===== config.mk =====
export PLATFORM = sky130hd
export DESIGN_NAME = spi_flash_front_end
export DESIGN_NICKNAME = d
export VERILOG_FILES = /design/src/common/spi_flash_pkg.sv /design/src/verilog/spi_flash_front_end.sv
export SDC_FILE = /design/constraint.sdc
export NUM_CORES = 1
export LEC_CHECK = 0
export ABC_AREA = 1
export BUFFER_PORTS_ARGS = -buffer_cell sky130_fd_sc_hd__buf_4
export CORE_UTILIZATION = 31
export CTS_CLUSTER_DIAMETER = 40
export DETAILED_ROUTE_END_ITERATION = 8
export GPL_ROUTABILITY_DRIVEN = 0
export PLACE_DENSITY = 0.49
export SETUP_SLACK_MARGIN = 0.2
export SKIP_LAST_GASP = 1
export SLEW_MARGIN = 30
export SYNTH_ARGS = -nofsm -noshare
export SYNTH_HDL_FRONTEND = slang
export SYNTH_SLANG_ARGS = --single-unit

===== constraint.sdc =====
create_clock -name clk -period 2.7 [get_ports clk]
set_input_delay 0.54 -clock clk [delete_from_list [all_inputs] [get_ports clk]]
set_output_delay 0.54 -clock clk [all_outputs]
set_load 0.1 [all_outputs]

===== src/common/spi_flash_pkg.sv =====
// Shared opcodes, phase and carrier types for the serial flash command front end.
package spi_flash_pkg;

    // ******************************************************************
    // Widths and shift counts
    // ******************************************************************
    localparam int          ADDR_W        = 15;
    localparam int          BYTE_W        = 8;
    localparam logic [2:0]  LAST_BIT      = 3'h7;
    localparam logic [1:0]  ADDR_BYTES    = 2'h3;
    localparam logic [2:0]  SINGLE_RELOAD = 3'h7;
    localparam logic [2:0]  DUAL_RELOAD   = 3'h3;

    // ******************************************************************
    // Serial clock limits the host keeps, in MHz (informational)
    // ******************************************************************
    localparam int MAX_SERIAL_CLOCK_RATE_MHZ      = 104;
    localparam int LOW_SPEED_READ_CLOCK_LIMIT_MHZ = 33;
    localparam int DUAL_READ_CLOCK_LIMIT_MHZ      = 50;

    // ******************************************************************
    // Opcodes
    // ******************************************************************
    localparam logic [7:0] OP_READ_FAST   = 8'h0b;
    localparam logic [7:0] OP_READ_SLOW   = 8'h03;
    localparam logic [7:0] OP_READ_DUAL   = 8'h3b;
    localparam logic [7:0] OP_PAGE_ERASE  = 8'h81;
    localparam logic [7:0] OP_ERASE_4K    = 8'h20;
    localparam logic [7:0] OP_ERASE_32K_A = 8'h52;
    localparam logic [7:0] OP_ERASE_32K_B = 8'hd8;
    localparam logic [7:0] OP_CHIP_A      = 8'h60;
    localparam logic [7:0] OP_CHIP_B      = 8'hc7;
    localparam logic [7:0] OP_CHIP_OLD    = 8'h62;
    localparam logic [7:0] OP_PROGRAM     = 8'h02;
    localparam logic [7:0] OP_WR_ENABLE   = 8'h06;
    localparam logic [7:0] OP_WR_DISABLE  = 8'h04;
    localparam logic [7:0] OP_OTP_PROG    = 8'h9b;
    localparam logic [7:0] OP_OTP_READ    = 8'h77;
    localparam logic [7:0] OP_STAT_READ   = 8'h05;
    localparam logic [7:0] OP_STAT_WR1    = 8'h01;
    localparam logic [7:0] OP_STAT_WR2    = 8'h31;
    localparam logic [7:0] OP_SOFT_RESET  = 8'hf0;
    localparam logic [7:0] OP_ID_READ     = 8'h9f;
    localparam logic [7:0] OP_ID_OLD      = 8'h15;
    localparam logic [7:0] OP_POWER_DOWN  = 8'hb9;
    localparam logic [7:0] OP_POWER_UP    = 8'hab;
    localparam logic [7:0] OP_ULTRA_DOWN  = 8'h79;

    // ******************************************************************
    // Types
    // ******************************************************************
    typedef enum logic [2:0] {
        PH_IDLE, PH_OPCODE, PH_ADDR, PH_DUMMY, PH_WRITE, PH_READ, PH_IGNORE
    } phase_t;

    typedef enum logic [1:0] {SRC_NONE, SRC_WRITE, SRC_ARRAY, SRC_RESP} src_t;

    typedef struct packed {
        logic       ok;
        logic       dual;
        logic [1:0] addrBytes;
        logic [1:0] dummyBytes;
        src_t       src;
    } cmd_info_t;

    typedef struct packed {
        logic so;
        logic soOeN;
        logic sio;
        logic sioOeN;
    } pin_out_t;

    typedef struct packed {
        logic              cmdValid;
        logic [7:0]        opcode;
        logic [ADDR_W-1:0] addr;
        logic              dataValid;
        logic [7:0]        dataByte;
        logic              frameDone;
        logic              frameAligned;
        logic              respNext;
    } cmd_out_t;

endpackage : spi_flash_pkg


===== src/verilog/spi_flash_front_end.sv =====
// Serial flash command front end: framing, opcode decode and read streaming.
`timescale 1ns/1ps

// Contract
// - Modes 0 and 3: sample input on rising clock, drive output on falling.
// - Opcode 3Bh turns the input line into a second output, two bits per clock.
// - All opcode, address and data bytes travel most significant bit first.
// - Select deassertion ends the current command frame.
// - Unsupported opcode starts nothing; input ignored until select toggles.
// - Select lost before opcode and address complete: nothing done, back to idle.
// - Three address bytes received; only the low fifteen address bits are kept.
// - Opcode 0Bh adds one dummy byte; opcode 03h streams directly after address.
// - Read keeps an address counter loaded from the start address, auto advancing.
// - After header, each falling clock shifts one read bit out (two for 3Bh), MSB first.
// - After byte 007FFFh the address wraps to zero with no extra clock.
// - Select deassertion ends a read at once and floats output, any bit position.
// - Program 02h takes three address bytes then one or more data bytes.
// - Erase opcodes 81h, 20h, 52h, D8h take three address bytes only.
// - Whole-array erase 60h, C7h, 62h carries no further bytes.
// - OTP program 9Bh with address and data; OTP read 77h adds two dummy bytes.
// - Status read 05h returns bytes; writes 01h and 31h carry one data byte.
// - Identification reads 9Fh and 15h return bytes with no address.
// - Power commands B9h, ABh and 79h carry no further bytes.
// - Dual read drives bit 7 on output line, bit 6 on second; four clocks a byte.
// - Output line stays high impedance whenever select is deasserted.
module spi_flash_front_end (
    input  wire logic                          clk,
    input  wire logic                          rst,
    input  wire logic                          csN,
    input  wire logic                          sck,
    input  wire logic                          si,
    output spi_flash_pkg::pin_out_t            pinsOut,
    output logic [spi_flash_pkg::ADDR_W-1:0]   memAddr,
    input  wire logic [7:0]                    memData,
    input  wire logic [7:0]                    respByte,
    output spi_flash_pkg::cmd_out_t            cmdOut
);

    // ******************************************************************
    // Opcode decoder
    // ******************************************************************

    // Unknown codes come back with ok low; the frame is then ignored.
    function automatic spi_flash_pkg::cmd_info_t decode(input logic [7:0] op);
        spi_flash_pkg::cmd_info_t info;
        info = '{ok: 1'b1, dual: 1'b0, addrBytes: 2'h0, dummyBytes: 2'h0,
                 src: spi_flash_pkg::SRC_NONE};
        unique case (op)
            spi_flash_pkg::OP_READ_FAST: begin
                info.addrBytes  = spi_flash_pkg::ADDR_BYTES;
                info.dummyBytes = 2'h1;
                info.src        = spi_flash_pkg::SRC_ARRAY;
            end
            spi_flash_pkg::OP_READ_SLOW: begin
                info.addrBytes = spi_flash_pkg::ADDR_BYTES;
                info.src       = spi_flash_pkg::SRC_ARRAY;
            end
            spi_flash_pkg::OP_READ_DUAL: begin
                info.addrBytes  = spi_flash_pkg::ADDR_BYTES;
                info.dummyBytes = 2'h1;
                info.dual       = 1'b1;
                info.src        = spi_flash_pkg::SRC_ARRAY;
            end
            spi_flash_pkg::OP_PAGE_ERASE, spi_flash_pkg::OP_ERASE_4K,
            spi_flash_pkg::OP_ERASE_32K_A, spi_flash_pkg::OP_ERASE_32K_B: begin
                info.addrBytes = spi_flash_pkg::ADDR_BYTES;
            end
            spi_flash_pkg::OP_PROGRAM, spi_flash_pkg::OP_OTP_PROG: begin
                info.addrBytes = spi_flash_pkg::ADDR_BYTES;
                info.src       = spi_flash_pkg::SRC_WRITE;
            end
            spi_flash_pkg::OP_OTP_READ: begin
                info.addrBytes  = spi_flash_pkg::ADDR_BYTES;
                info.dummyBytes = 2'h2;
                info.src        = spi_flash_pkg::SRC_RESP;
            end
            spi_flash_pkg::OP_STAT_READ, spi_flash_pkg::OP_ID_READ,
            spi_flash_pkg::OP_ID_OLD: begin
                info.src = spi_flash_pkg::SRC_RESP;
            end
            spi_flash_pkg::OP_STAT_WR1, spi_flash_pkg::OP_STAT_WR2,
            spi_flash_pkg::OP_SOFT_RESET: begin
                info.src = spi_flash_pkg::SRC_WRITE;
            end
            spi_flash_pkg::OP_CHIP_A, spi_flash_pkg::OP_CHIP_B, spi_flash_pkg::OP_CHIP_OLD,
            spi_flash_pkg::OP_WR_ENABLE, spi_flash_pkg::OP_WR_DISABLE,
            spi_flash_pkg::OP_POWER_DOWN, spi_flash_pkg::OP_POWER_UP,
            spi_flash_pkg::OP_ULTRA_DOWN: begin
                info.src = spi_flash_pkg::SRC_NONE;
            end
            default: begin
                info.ok = 1'b0;
            end
        endcase
        return info;
    endfunction : decode

    // ******************************************************************
    // State record
    // ******************************************************************

    typedef struct packed {
        logic [1:0]                      csMeta;
        logic [1:0]                      sckMeta;
        logic [1:0]                      siMeta;
        logic                            sckPrev;
        spi_flash_pkg::phase_t           phase;
        spi_flash_pkg::cmd_info_t        info;
        logic [2:0]                      bitCnt;
        logic [1:0]                      bytesLeft;
        logic [7:0]                      shiftIn;
        logic [spi_flash_pkg::ADDR_W-1:0] addr;
        logic [7:0]                      shiftOut;
        logic [2:0]                      outLeft;
        logic                            started;
        spi_flash_pkg::pin_out_t         pins;
        spi_flash_pkg::cmd_out_t         cmd;
    } state_t;

    state_t s_q;
    state_t s_d;

    // Outputs are fields of the registered record.
    assign pinsOut = s_q.pins;
    assign cmdOut  = s_q.cmd;
    assign memAddr = s_q.addr;

    // ******************************************************************
    // Next-state logic
    // ******************************************************************

    // Synchronised pins are bit 1 of each pair; bit 0 feeds nothing but bit 1.
    // The serial clock is only a sampled input, so sck edges must be at least
    // three system clocks apart; 40 MHz covers a host clock of a few MHz only.
    always_comb begin
        logic                     csSel;
        logic                     sckRise;
        logic                     sckFall;
        logic [7:0]               inByte;
        logic                     byteDone;
        logic                     hdrDone;
        logic [7:0]               loadByte;
        spi_flash_pkg::cmd_info_t dec;
        csSel    = 1'b0;
        sckRise  = 1'b0;
        sckFall  = 1'b0;
        inByte   = 8'h00;
        byteDone = 1'b0;
        hdrDone  = 1'b0;
        loadByte = 8'h00;
        dec      = '0;
        s_d      = s_q;

        s_d.csMeta  = {s_q.csMeta[0], csN};
        s_d.sckMeta = {s_q.sckMeta[0], sck};
        s_d.siMeta  = {s_q.siMeta[0], si};
        s_d.sckPrev = s_q.sckMeta[1];

        csSel   = ~s_q.csMeta[1];
        sckRise = s_q.sckMeta[1] & ~s_q.sckPrev;
        sckFall = ~s_q.sckMeta[1] & s_q.sckPrev;
        inByte  = {s_q.shiftIn[6:0], s_q.siMeta[1]};
        byteDone = sckRise && (s_q.bitCnt == spi_flash_pkg::LAST_BIT);

        // Handoff strobes are single-cycle pulses.
        s_d.cmd.cmdValid  = 1'b0;
        s_d.cmd.dataValid = 1'b0;
        s_d.cmd.frameDone = 1'b0;
        s_d.cmd.respNext  = 1'b0;

        if (!csSel) begin
            // Deselect ends the frame at any bit and floats both lines.
            if (s_q.phase != spi_flash_pkg::PH_IDLE) begin
                s_d.cmd.frameDone    = s_q.started;
                s_d.cmd.frameAligned = s_q.bitCnt == 3'h0;
            end
            s_d.phase       = spi_flash_pkg::PH_IDLE;
            s_d.pins.soOeN  = 1'b1;
            s_d.pins.sioOeN = 1'b1;
            s_d.started     = 1'b0;
        end else begin
            if (s_q.phase == spi_flash_pkg::PH_IDLE) begin
                // A new frame always opens with the opcode.
                s_d.phase   = spi_flash_pkg::PH_OPCODE;
                s_d.bitCnt  = 3'h0;
                s_d.outLeft = 3'h0;
            end
            if (sckRise && s_q.phase != spi_flash_pkg::PH_IDLE) begin
                s_d.shiftIn = inByte;
                s_d.bitCnt  = s_q.bitCnt + 3'h1;
            end

            // Byte-level progress on the rising edge that completes a byte.
            if (byteDone) begin
                unique case (s_q.phase)
                    spi_flash_pkg::PH_OPCODE: begin
                        dec = decode(inByte);
                        s_d.info       = dec;
                        s_d.cmd.opcode = inByte;
                        s_d.bytesLeft  = dec.addrBytes;
                        if (!dec.ok) begin
                            s_d.phase = spi_flash_pkg::PH_IGNORE;
                        end else if (dec.addrBytes != 2'h0) begin
                            s_d.phase = spi_flash_pkg::PH_ADDR;
                        end else begin
                            hdrDone = 1'b1;
                        end
                    end
                    spi_flash_pkg::PH_ADDR: begin
                        // Upper address bits fall off the top of the counter.
                        s_d.addr      = {s_q.addr[spi_flash_pkg::ADDR_W-9:0], inByte};
                        s_d.bytesLeft = s_q.bytesLeft - 2'h1;
                        if (s_q.bytesLeft == 2'h1) begin
                            if (s_q.info.dummyBytes != 2'h0) begin
                                s_d.phase     = spi_flash_pkg::PH_DUMMY;
                                s_d.bytesLeft = s_q.info.dummyBytes;
                            end else begin
                                hdrDone = 1'b1;
                            end
                        end
                    end
                    spi_flash_pkg::PH_DUMMY: begin
                        s_d.bytesLeft = s_q.bytesLeft - 2'h1;
                        if (s_q.bytesLeft == 2'h1) begin
                            hdrDone = 1'b1;
                        end
                    end
                    spi_flash_pkg::PH_WRITE: begin
                        s_d.cmd.dataValid = 1'b1;
                        s_d.cmd.dataByte  = inByte;
                    end
                    default: begin
                        s_d.phase = s_q.phase;
                    end
                endcase
            end

            // Header complete: announce the command and pick the data phase.
            if (hdrDone) begin
                s_d.started      = 1'b1;
                s_d.cmd.cmdValid = 1'b1;
                s_d.cmd.addr     = s_d.addr;
                unique case ((s_q.phase == spi_flash_pkg::PH_OPCODE) ? dec.src
                                                                      : s_q.info.src)
                    spi_flash_pkg::SRC_WRITE: s_d.phase = spi_flash_pkg::PH_WRITE;
                    spi_flash_pkg::SRC_ARRAY,
                    spi_flash_pkg::SRC_RESP:  s_d.phase = spi_flash_pkg::PH_READ;
                    default:                  s_d.phase = spi_flash_pkg::PH_IGNORE;
                endcase
            end

            // Read output on the falling edge; a new byte loads when the shifter is empty.
            if (sckFall && s_q.phase == spi_flash_pkg::PH_READ) begin
                if (s_q.outLeft == 3'h0) begin
                    if (s_q.info.src == spi_flash_pkg::SRC_ARRAY) begin
                        loadByte = memData;
                        s_d.addr = s_q.addr + 15'h0001;
                    end else begin
                        loadByte         = respByte;
                        s_d.cmd.respNext = 1'b1;
                    end
                end else begin
                    loadByte = s_q.shiftOut;
                end
                s_d.pins.so    = loadByte[7];
                s_d.pins.soOeN = 1'b0;
                if (s_q.info.dual) begin
                    s_d.pins.sio    = loadByte[6];
                    s_d.pins.sioOeN = 1'b0;
                    s_d.shiftOut    = {loadByte[5:0], 2'b00};
                    s_d.outLeft     = (s_q.outLeft == 3'h0) ? spi_flash_pkg::DUAL_RELOAD
                                                            : s_q.outLeft - 3'h1;
                end else begin
                    s_d.shiftOut = {loadByte[6:0], 1'b0};
                    s_d.outLeft  = (s_q.outLeft == 3'h0) ? spi_flash_pkg::SINGLE_RELOAD
                                                         : s_q.outLeft - 3'h1;
                end
            end
        end
    end

    // ******************************************************************
    // State register
    // ******************************************************************

    // Synchronous reset; lines float and the front end sits idle.
    always_ff @(posedge clk) begin
        if (rst) begin
            s_q             <= '0;
            s_q.csMeta      <= 2'b11;
            s_q.phase       <= spi_flash_pkg::PH_IDLE;
            s_q.pins.soOeN  <= 1'b1;
            s_q.pins.sioOeN <= 1'b1;
        end else begin
            s_q <= s_d;
        end
    end

endmodule : spi_flash_front_end


* After elaboration in Yosys (flattened, before gate mapping)
Cells that the tools add are included.
W data, S select, Z words.
** Operators by class
- Add/subtract/negate cells :: 4
- Equal/unequal tests :: 36
- Mux-type cells :: 50
- Bitwise logic cells :: 9
- Reductions and logical operators :: 35
** Operators by type and width (number)
- $eq A8 B8 Y1 const B :: 8
- $mux W15 :: 4
- $eq A8 B7 Y1 const B :: 5
- $mux W3 :: 10
- $mux W26 :: 1
- $eq A8 B3 Y1 const B :: 3
- $eq A8 B6 Y1 const B :: 3
- $mux W8 :: 3
- $reduce_or A24 Y1 :: 1
- $mux W11 :: 2
- $mux W2 :: 9
- $eq A8 B2 Y1 const B :: 2
- $add A15 B1 Y15 const B :: 1
- $mux W1 :: 14
- $reduce_and A2 Y1 :: 7
- $pmux W2 S3 :: 2
- $reduce_and A3 Y1 :: 4
- $reduce_or A10 Y1 :: 1
- $eq A3 B3 Y1 const B :: 3
- $logic_not A3 Y1 :: 3
- $mux W9 :: 1
- $pmux W3 S3 :: 1
- $reduce_or A3 Y1 :: 3
- $eq A8 B1 Y1 const B :: 1
- other kinds (20) :: 42
** Word-level totals
- Flip-flop bits (word level) :: 97
- Input port bits :: 21
- Output and inout bits :: 55
- Word-level logic and storage cells :: 163

* Depth between registers and ports, before layout
- Depth after elaboration :: 13
- Depth in mapped cells :: 16
- Depth with buffers taken out :: 16

* Least setup slack after synthesis
OpenSTA, ideal clock, no wires.
- Kind :: flip-flop to flip-flop
- Start point :: reg s_q[77] (netlist name)
- End point :: reg s_q, in the netlist cmdOut[22]
- Library setup time :: 111 ps
- Arrival time :: 1824 ps
- Required time :: 2589 ps
- Setup slack :: 765 ps
- Cell stages (with the launch flop) :: 11
- Path buffers :: 1
- Period minus slack after synthesis :: 1935 ps
- Path through :: dfxtp_1 -> ha_1 -> ha_1 -> inv_1 -> nor2_4 -> clkinv_1 -> nor3_4 -> buf_2 -> nand3_1 -> nand2_1 -> nor2_2
** Between the ends
- Cells in the longest elaborated chain, start to end :: 5
- Elaborated cells between the ends (all ways) :: 6
- Those cells by class :: 1 x eq/ne; 3 x mux; 2 x reduce/logical
** Ends and longest elaborated chain
- from (decl) :: RTL line spi_flash_front_end.sv:120 : state_t s_q;
- $eq A3 B3 Y1 * :: RTL line spi_flash_front_end.sv:163 : byteDone = sckRise && (s_q.bitCnt == spi_flash_pkg::LAST_BIT);
- $logic_and A1 B1 Y1 * :: RTL line spi_flash_front_end.sv:163
- $mux W1 :: RTL line spi_flash_front_end.sv:194 : if (byteDone) begin
- $mux W1 :: RTL line spi_flash_front_end.sv:171 : if (!csSel) begin
- $reduce_and A2 Y1 (no source line)
Every way passes the cells marked *; elsewhere a longest branch is shown, timed or not. The select of a mux whose other input is x is not followed.
A chain may end at the register's enable or synchronous reset.

* Worst setup path after layout
- Start point :: reg s_q[77] (netlist name)
- End point :: reg s_q[89] (netlist name)
** Between the ends
- Cells in the longest elaborated chain, start to end :: 9
- Elaborated cells between the ends (all ways) :: 15
- Those cells by class :: 5 x eq/ne; 8 x mux; 2 x reduce/logical
** Ends and longest elaborated chain
- $eq A3 B3 Y1 * :: RTL line spi_flash_front_end.sv:163
- $logic_and A1 B1 Y1 * :: RTL line spi_flash_front_end.sv:163
- $mux W2 :: RTL line spi_flash_front_end.sv:194
- $mux W2 :: RTL line spi_flash_front_end.sv:171
- $mux W2 :: RTL line spi_flash_front_end.sv:243 : unique case ((s_q.phase == spi_flash_pkg::PH_OPCODE) ? dec.src
- $eq A2 B2 Y1 :: RTL line spi_flash_front_end.sv:243
- $reduce_or A2 Y1 :: RTL line spi_flash_front_end.sv:243
- $pmux W2 S2 :: RTL line spi_flash_front_end.sv:243
- $mux W3 :: RTL line spi_flash_front_end.sv:239 : if (hdrDone) begin
Marked as above.

==> results.txt <==
----------------------------------------------------
[CTS]
  TritonCTS clock tree ... yes
  CTS Sinks ... 93
  Number of buffers added to fix hold violations after cts ... 0
  Clk slew on worst S/H paths ... 70 ps
  Number of H-tree branching levels ... 3
  Max Root-Sink Buffers ... 2
  Total clock buffers created by CTS ... 9
  Clock latency at the later pin of the worst-skew pair ... 360 ps
  CTS root buf ... clkbuf_16

[STA]
  Tmin final ... 2270 ps
  Final sum of negative setup slack ... 0 ps
  Post-route clock skew ... 8.29 ps
  Total count of hold-check failures in the final report ... 0
  Worst-case hold slack ... 372 ps
  Worst Tran Pin Value ... 754 ps
  Unrepaired setup endpoints after global routing ... false
  Final period util ... 84.1%
  Worst slew margin ... 49.6%
  Max frequency ... 441 MHz
  Final setup violation count ... 0
  Number of max-slew violations in the final report ... 0

[Worst setup path]
  Worst Path Buf+Inv ... 5
  Kind of end point of the critical path ... flip-flop
  Required time of the critical path ... 2960 ps
  Launching element type of the critical path ... flip-flop
  Delay-heaviest family, CP ... simple AND/OR/NAND/NOR gates
  Critical path fanouts, max ... 6
  Data arrival at the endpoint of the critical path ... 2530 ps
  Class of the most critical setup path ... flip-flop to flip-flop
  Slowest CP cell ... dfxtp_1
  CP Cell Sequence ... ha_1 -> ha_1 -> inv_1 -> nor2_4 -> clkinvlp_4 -> buf_4 -> buf_4 -> nor2_1 -> nand2_1 -> nand2_1 -> nor2_1 -> nand3_1 -> nand3_1 -> nand2_1 -> inv_1
  Maximum cell stage delay along the critical path ... 380 ps
  Most common cell type on the critical path ... nand2_1

[Synthesis]
  Post-Syn Nets ... 809
  Share of synthesized area occupied by flip-flops and latches ... 35.3%
  Leading area contributor after synthesis ... dfxtp_1
  Netlist area before placement ... 5270 sq um
  Largest cells by area after synthesis ... dfxtp_1, nand2_1, o21ai_0
  Count of different cell masters after synthesis ... 34
  Synth warn ... 0
  Syn avg cell area ... 6.75 sq um
  Post-Syn Instances ... 781
  Flops & latches, synth ... 93
  Top-area cell type share of the netlist area ... 35.3%

[Layout]
  Area delta synth->final ... 14.0%
  Layout Nets ... 832
  Fraction of final layout cells with drive strength greater than 1 ... 20.3%
  Final Util ... 36.2%
  Count of inserted antenna diode cells ... 0
  Final-layout fill cell count ... 1874

[Route]
  DR vias/cell ... 4.66
  First-pass iteration count of the detailed router ... 5
  Violation count after the first detailed-routing iteration ... 220
  Count of vias placed by the detailed router ... 4799
  Final Routed Wirelength ... 14.1 mm
  Wire length per cell after detailed routing ... 13.7 um
  Residual DRC count ... 0
  Number of nets with antenna violations after detailed routing ... 0

[Worst hold path]
  Path class of the lowest-slack min-delay path ... primary input to flip-flop

[Power and ir drop]
  Leakage ... 2.74 nW
  Power density normalized to cell area ... 470 nW/um^2
  Sum of internal, switching and leakage power ... 0.00283 W
  Max rail drop VDD ... 294 uV

[Floorplan]
  Initial cell density of the core ... 31.8%
  DIE HEIGHT ... 132 um
  Row count ... 47
  Die X ... 132 um
  Number of primary I/O pins ... 76
  Die area ... 17500 sq um
  Area of the core ... 16600 sq um

[Global route]
  Via count of the first global-routing pass ... 4574
  Overall track demand over capacity in global routing ... 16.7%
  Grt ovf ... 0
  First-pass GRT wire length ... 23.4 mm
  Number of antenna violations at the first check in global routing ... 0
  Pin count of the biggest net entering global routing ... 31

[Status]
  Result of the run ... finished, final reports clean

[Place]
  Number of buffer cells added on primary ports ... 75
  Total half-perimeter wirelength after legalization and detailed placement ... 10.1 mm

[Flow run]
  Maximum Capacitance Violations ... 0

----------------------------------------------------
-- worst paths after layout --
check	cells past startpoint	slack [ps]	endpoint	start
setup / recovery	15	430	s_q[89]$_SDFFE_PP0P_	s_q[77]$_SDFFE_PP0P_
hold / removal	2	370	s_d[97]$_SDFF_PP1_	csN
setup reg to reg	15	430	s_q[89]$_SDFFE_PP0P_	s_q[77]$_SDFFE_PP0P_
hold reg to reg	2	410	s_d[91]$_SDFF_PP0_	s_d[95]$_SDFF_PP0_
-- flip-flops by register name, indices dropped and copies added, names as in the netlist --
signal,flops
s_q,34
s_d,4
pinsOut,4
cmdOut,36
memAddr,15
-- per-layer routing --
metal  GRT usage (%)  part of all wire, %  vias to the layer above
li1                -                    -                     2522
met1            22.2                   49                     2165
met2            27.3                   45                       97
met3            3.22                  3.9                       15
met4            5.11                  1.4                        0
met5               0                    0                        -
-- layout by cell type, fill, tap and decap left out, drive strengths merged --
cell type | netlist | routed
a221oi | 1 | 1
or2 | 3 | 3
inv | 86 | 86
nand2 | 160 | 160
nand3 | 36 | 36
a22o | 1 | 1
clkbuf | 15 | 11
a31oi | 6 | 6
nor3 | 14 | 14
o22ai | 12 | 12
a22oi | 2 | 2
xnor2 | 2 | 2
o211ai | 5 | 5
ha | 7 | 7
clkinv | 1 | 3
buf | 64 | 91
dfxtp | 93 | 93
xor2 | 1 | 1
clkinvlp | 0 | 2
o21ai | 87 | 87
a21oi | 63 | 63
bufinv | 0 | 1
nand4 | 1 | 1
nor2 | 121 | 121
-- worst register-to-register path: stages (launching register included) --
cell,delay [ps]
dfxtp_1,380
ha_1,190
ha_1,140
inv_1,60
nor2_4,250
clkinvlp_4,240
buf_4,180
buf_4,130
nor2_1,120
nand2_1,70
nand2_1,80
nor2_1,70
nand3_1,80
nand3_1,80
nand2_1,60
inv_1,30
-- per-stage QoR --
| step | area [sq um] | setup WS, ps | instances |
|---|---|---|---|
| 2_1_floorplan | 5270 | 765 | 781 |
| 3_3_place_gp | 5670 | 345 | 1008 |
| 3_5_place_dp | 5670 | 422 | 1008 |
| 4_1_cts | 5970 | 360 | 1024 |
| 5_1_grt | 6010 | 212 | 1029 |
| 6_report | 6010 | 431 | 1029 |
-- kinds of logic (layout without fill, tap and decap cells) --
group	Yosys count	count (layout)	share of synthesized area, %
AOI/OAI and AO/OA	177	177	17.7
xor gates and xnor gates	3	3	0.498
adders and majority gates	7	7	1.66
buffers and inverters	166	194	16.2
DFF	93	93	35.3
and+or+nand+nor	335	335	28.6
-- synthesized netlist by cell type --
cell type	n
a21oi_1	63
a221oi_1	1
a22o_1	1
a22oi_1	2
a31oi_1	6
buf_1	1
buf_12	1
buf_2	7
buf_4	55
clkbuf_1	15
clkinv_1	1
dfxtp_1	93
ha_1	7
inv_1	74
inv_2	12
nand2_1	150
nand2_2	8
nand2_8	2
nand3_1	35
nand3_4	1
nand4_1	1
nor2_1	91
nor2_2	26
nor2_4	3
nor2_8	1
nor3_1	13
nor3_4	1
o211ai_1	5
o21ai_0	84
o21ai_1	3
o22ai_1	12
or2_2	3
xnor2_1	2
xor2_1	1
-- area by class of cell --
cell class	count	area (sq um)	share of cell area [%]
well taps	220	275	4.58
repair buffers	91	683	11.4
clock inverters	5	60.1	0.999
multi-input cells	522	2560	42.5
inverters	87	330	5.50
clock buffers	11	243	4.04
flip-flops and latches	93	1860	31.0
-- power by group --
| part | switching, W | internal, W | total (W) | leakage, nW |
|---|---|---|---|---|
| clock | 0.000572 | 0.000746 | 0.00132 | 0.146 |
| combinational | 0.0000780 | 0.0000417 | 0.000120 | 1.84 |
| sequential | 0.00000972 | 0.00138 | 0.00139 | 0.751 |
-- repair_timing --
item,4_1_cts,5_1_grt
hold endpoints to repair,0,0
setup buffers,0,5
gates resized for setup,0,1
setup endpoints to repair,0,20
Note: power is estimated with default switching activity, not from simulation.
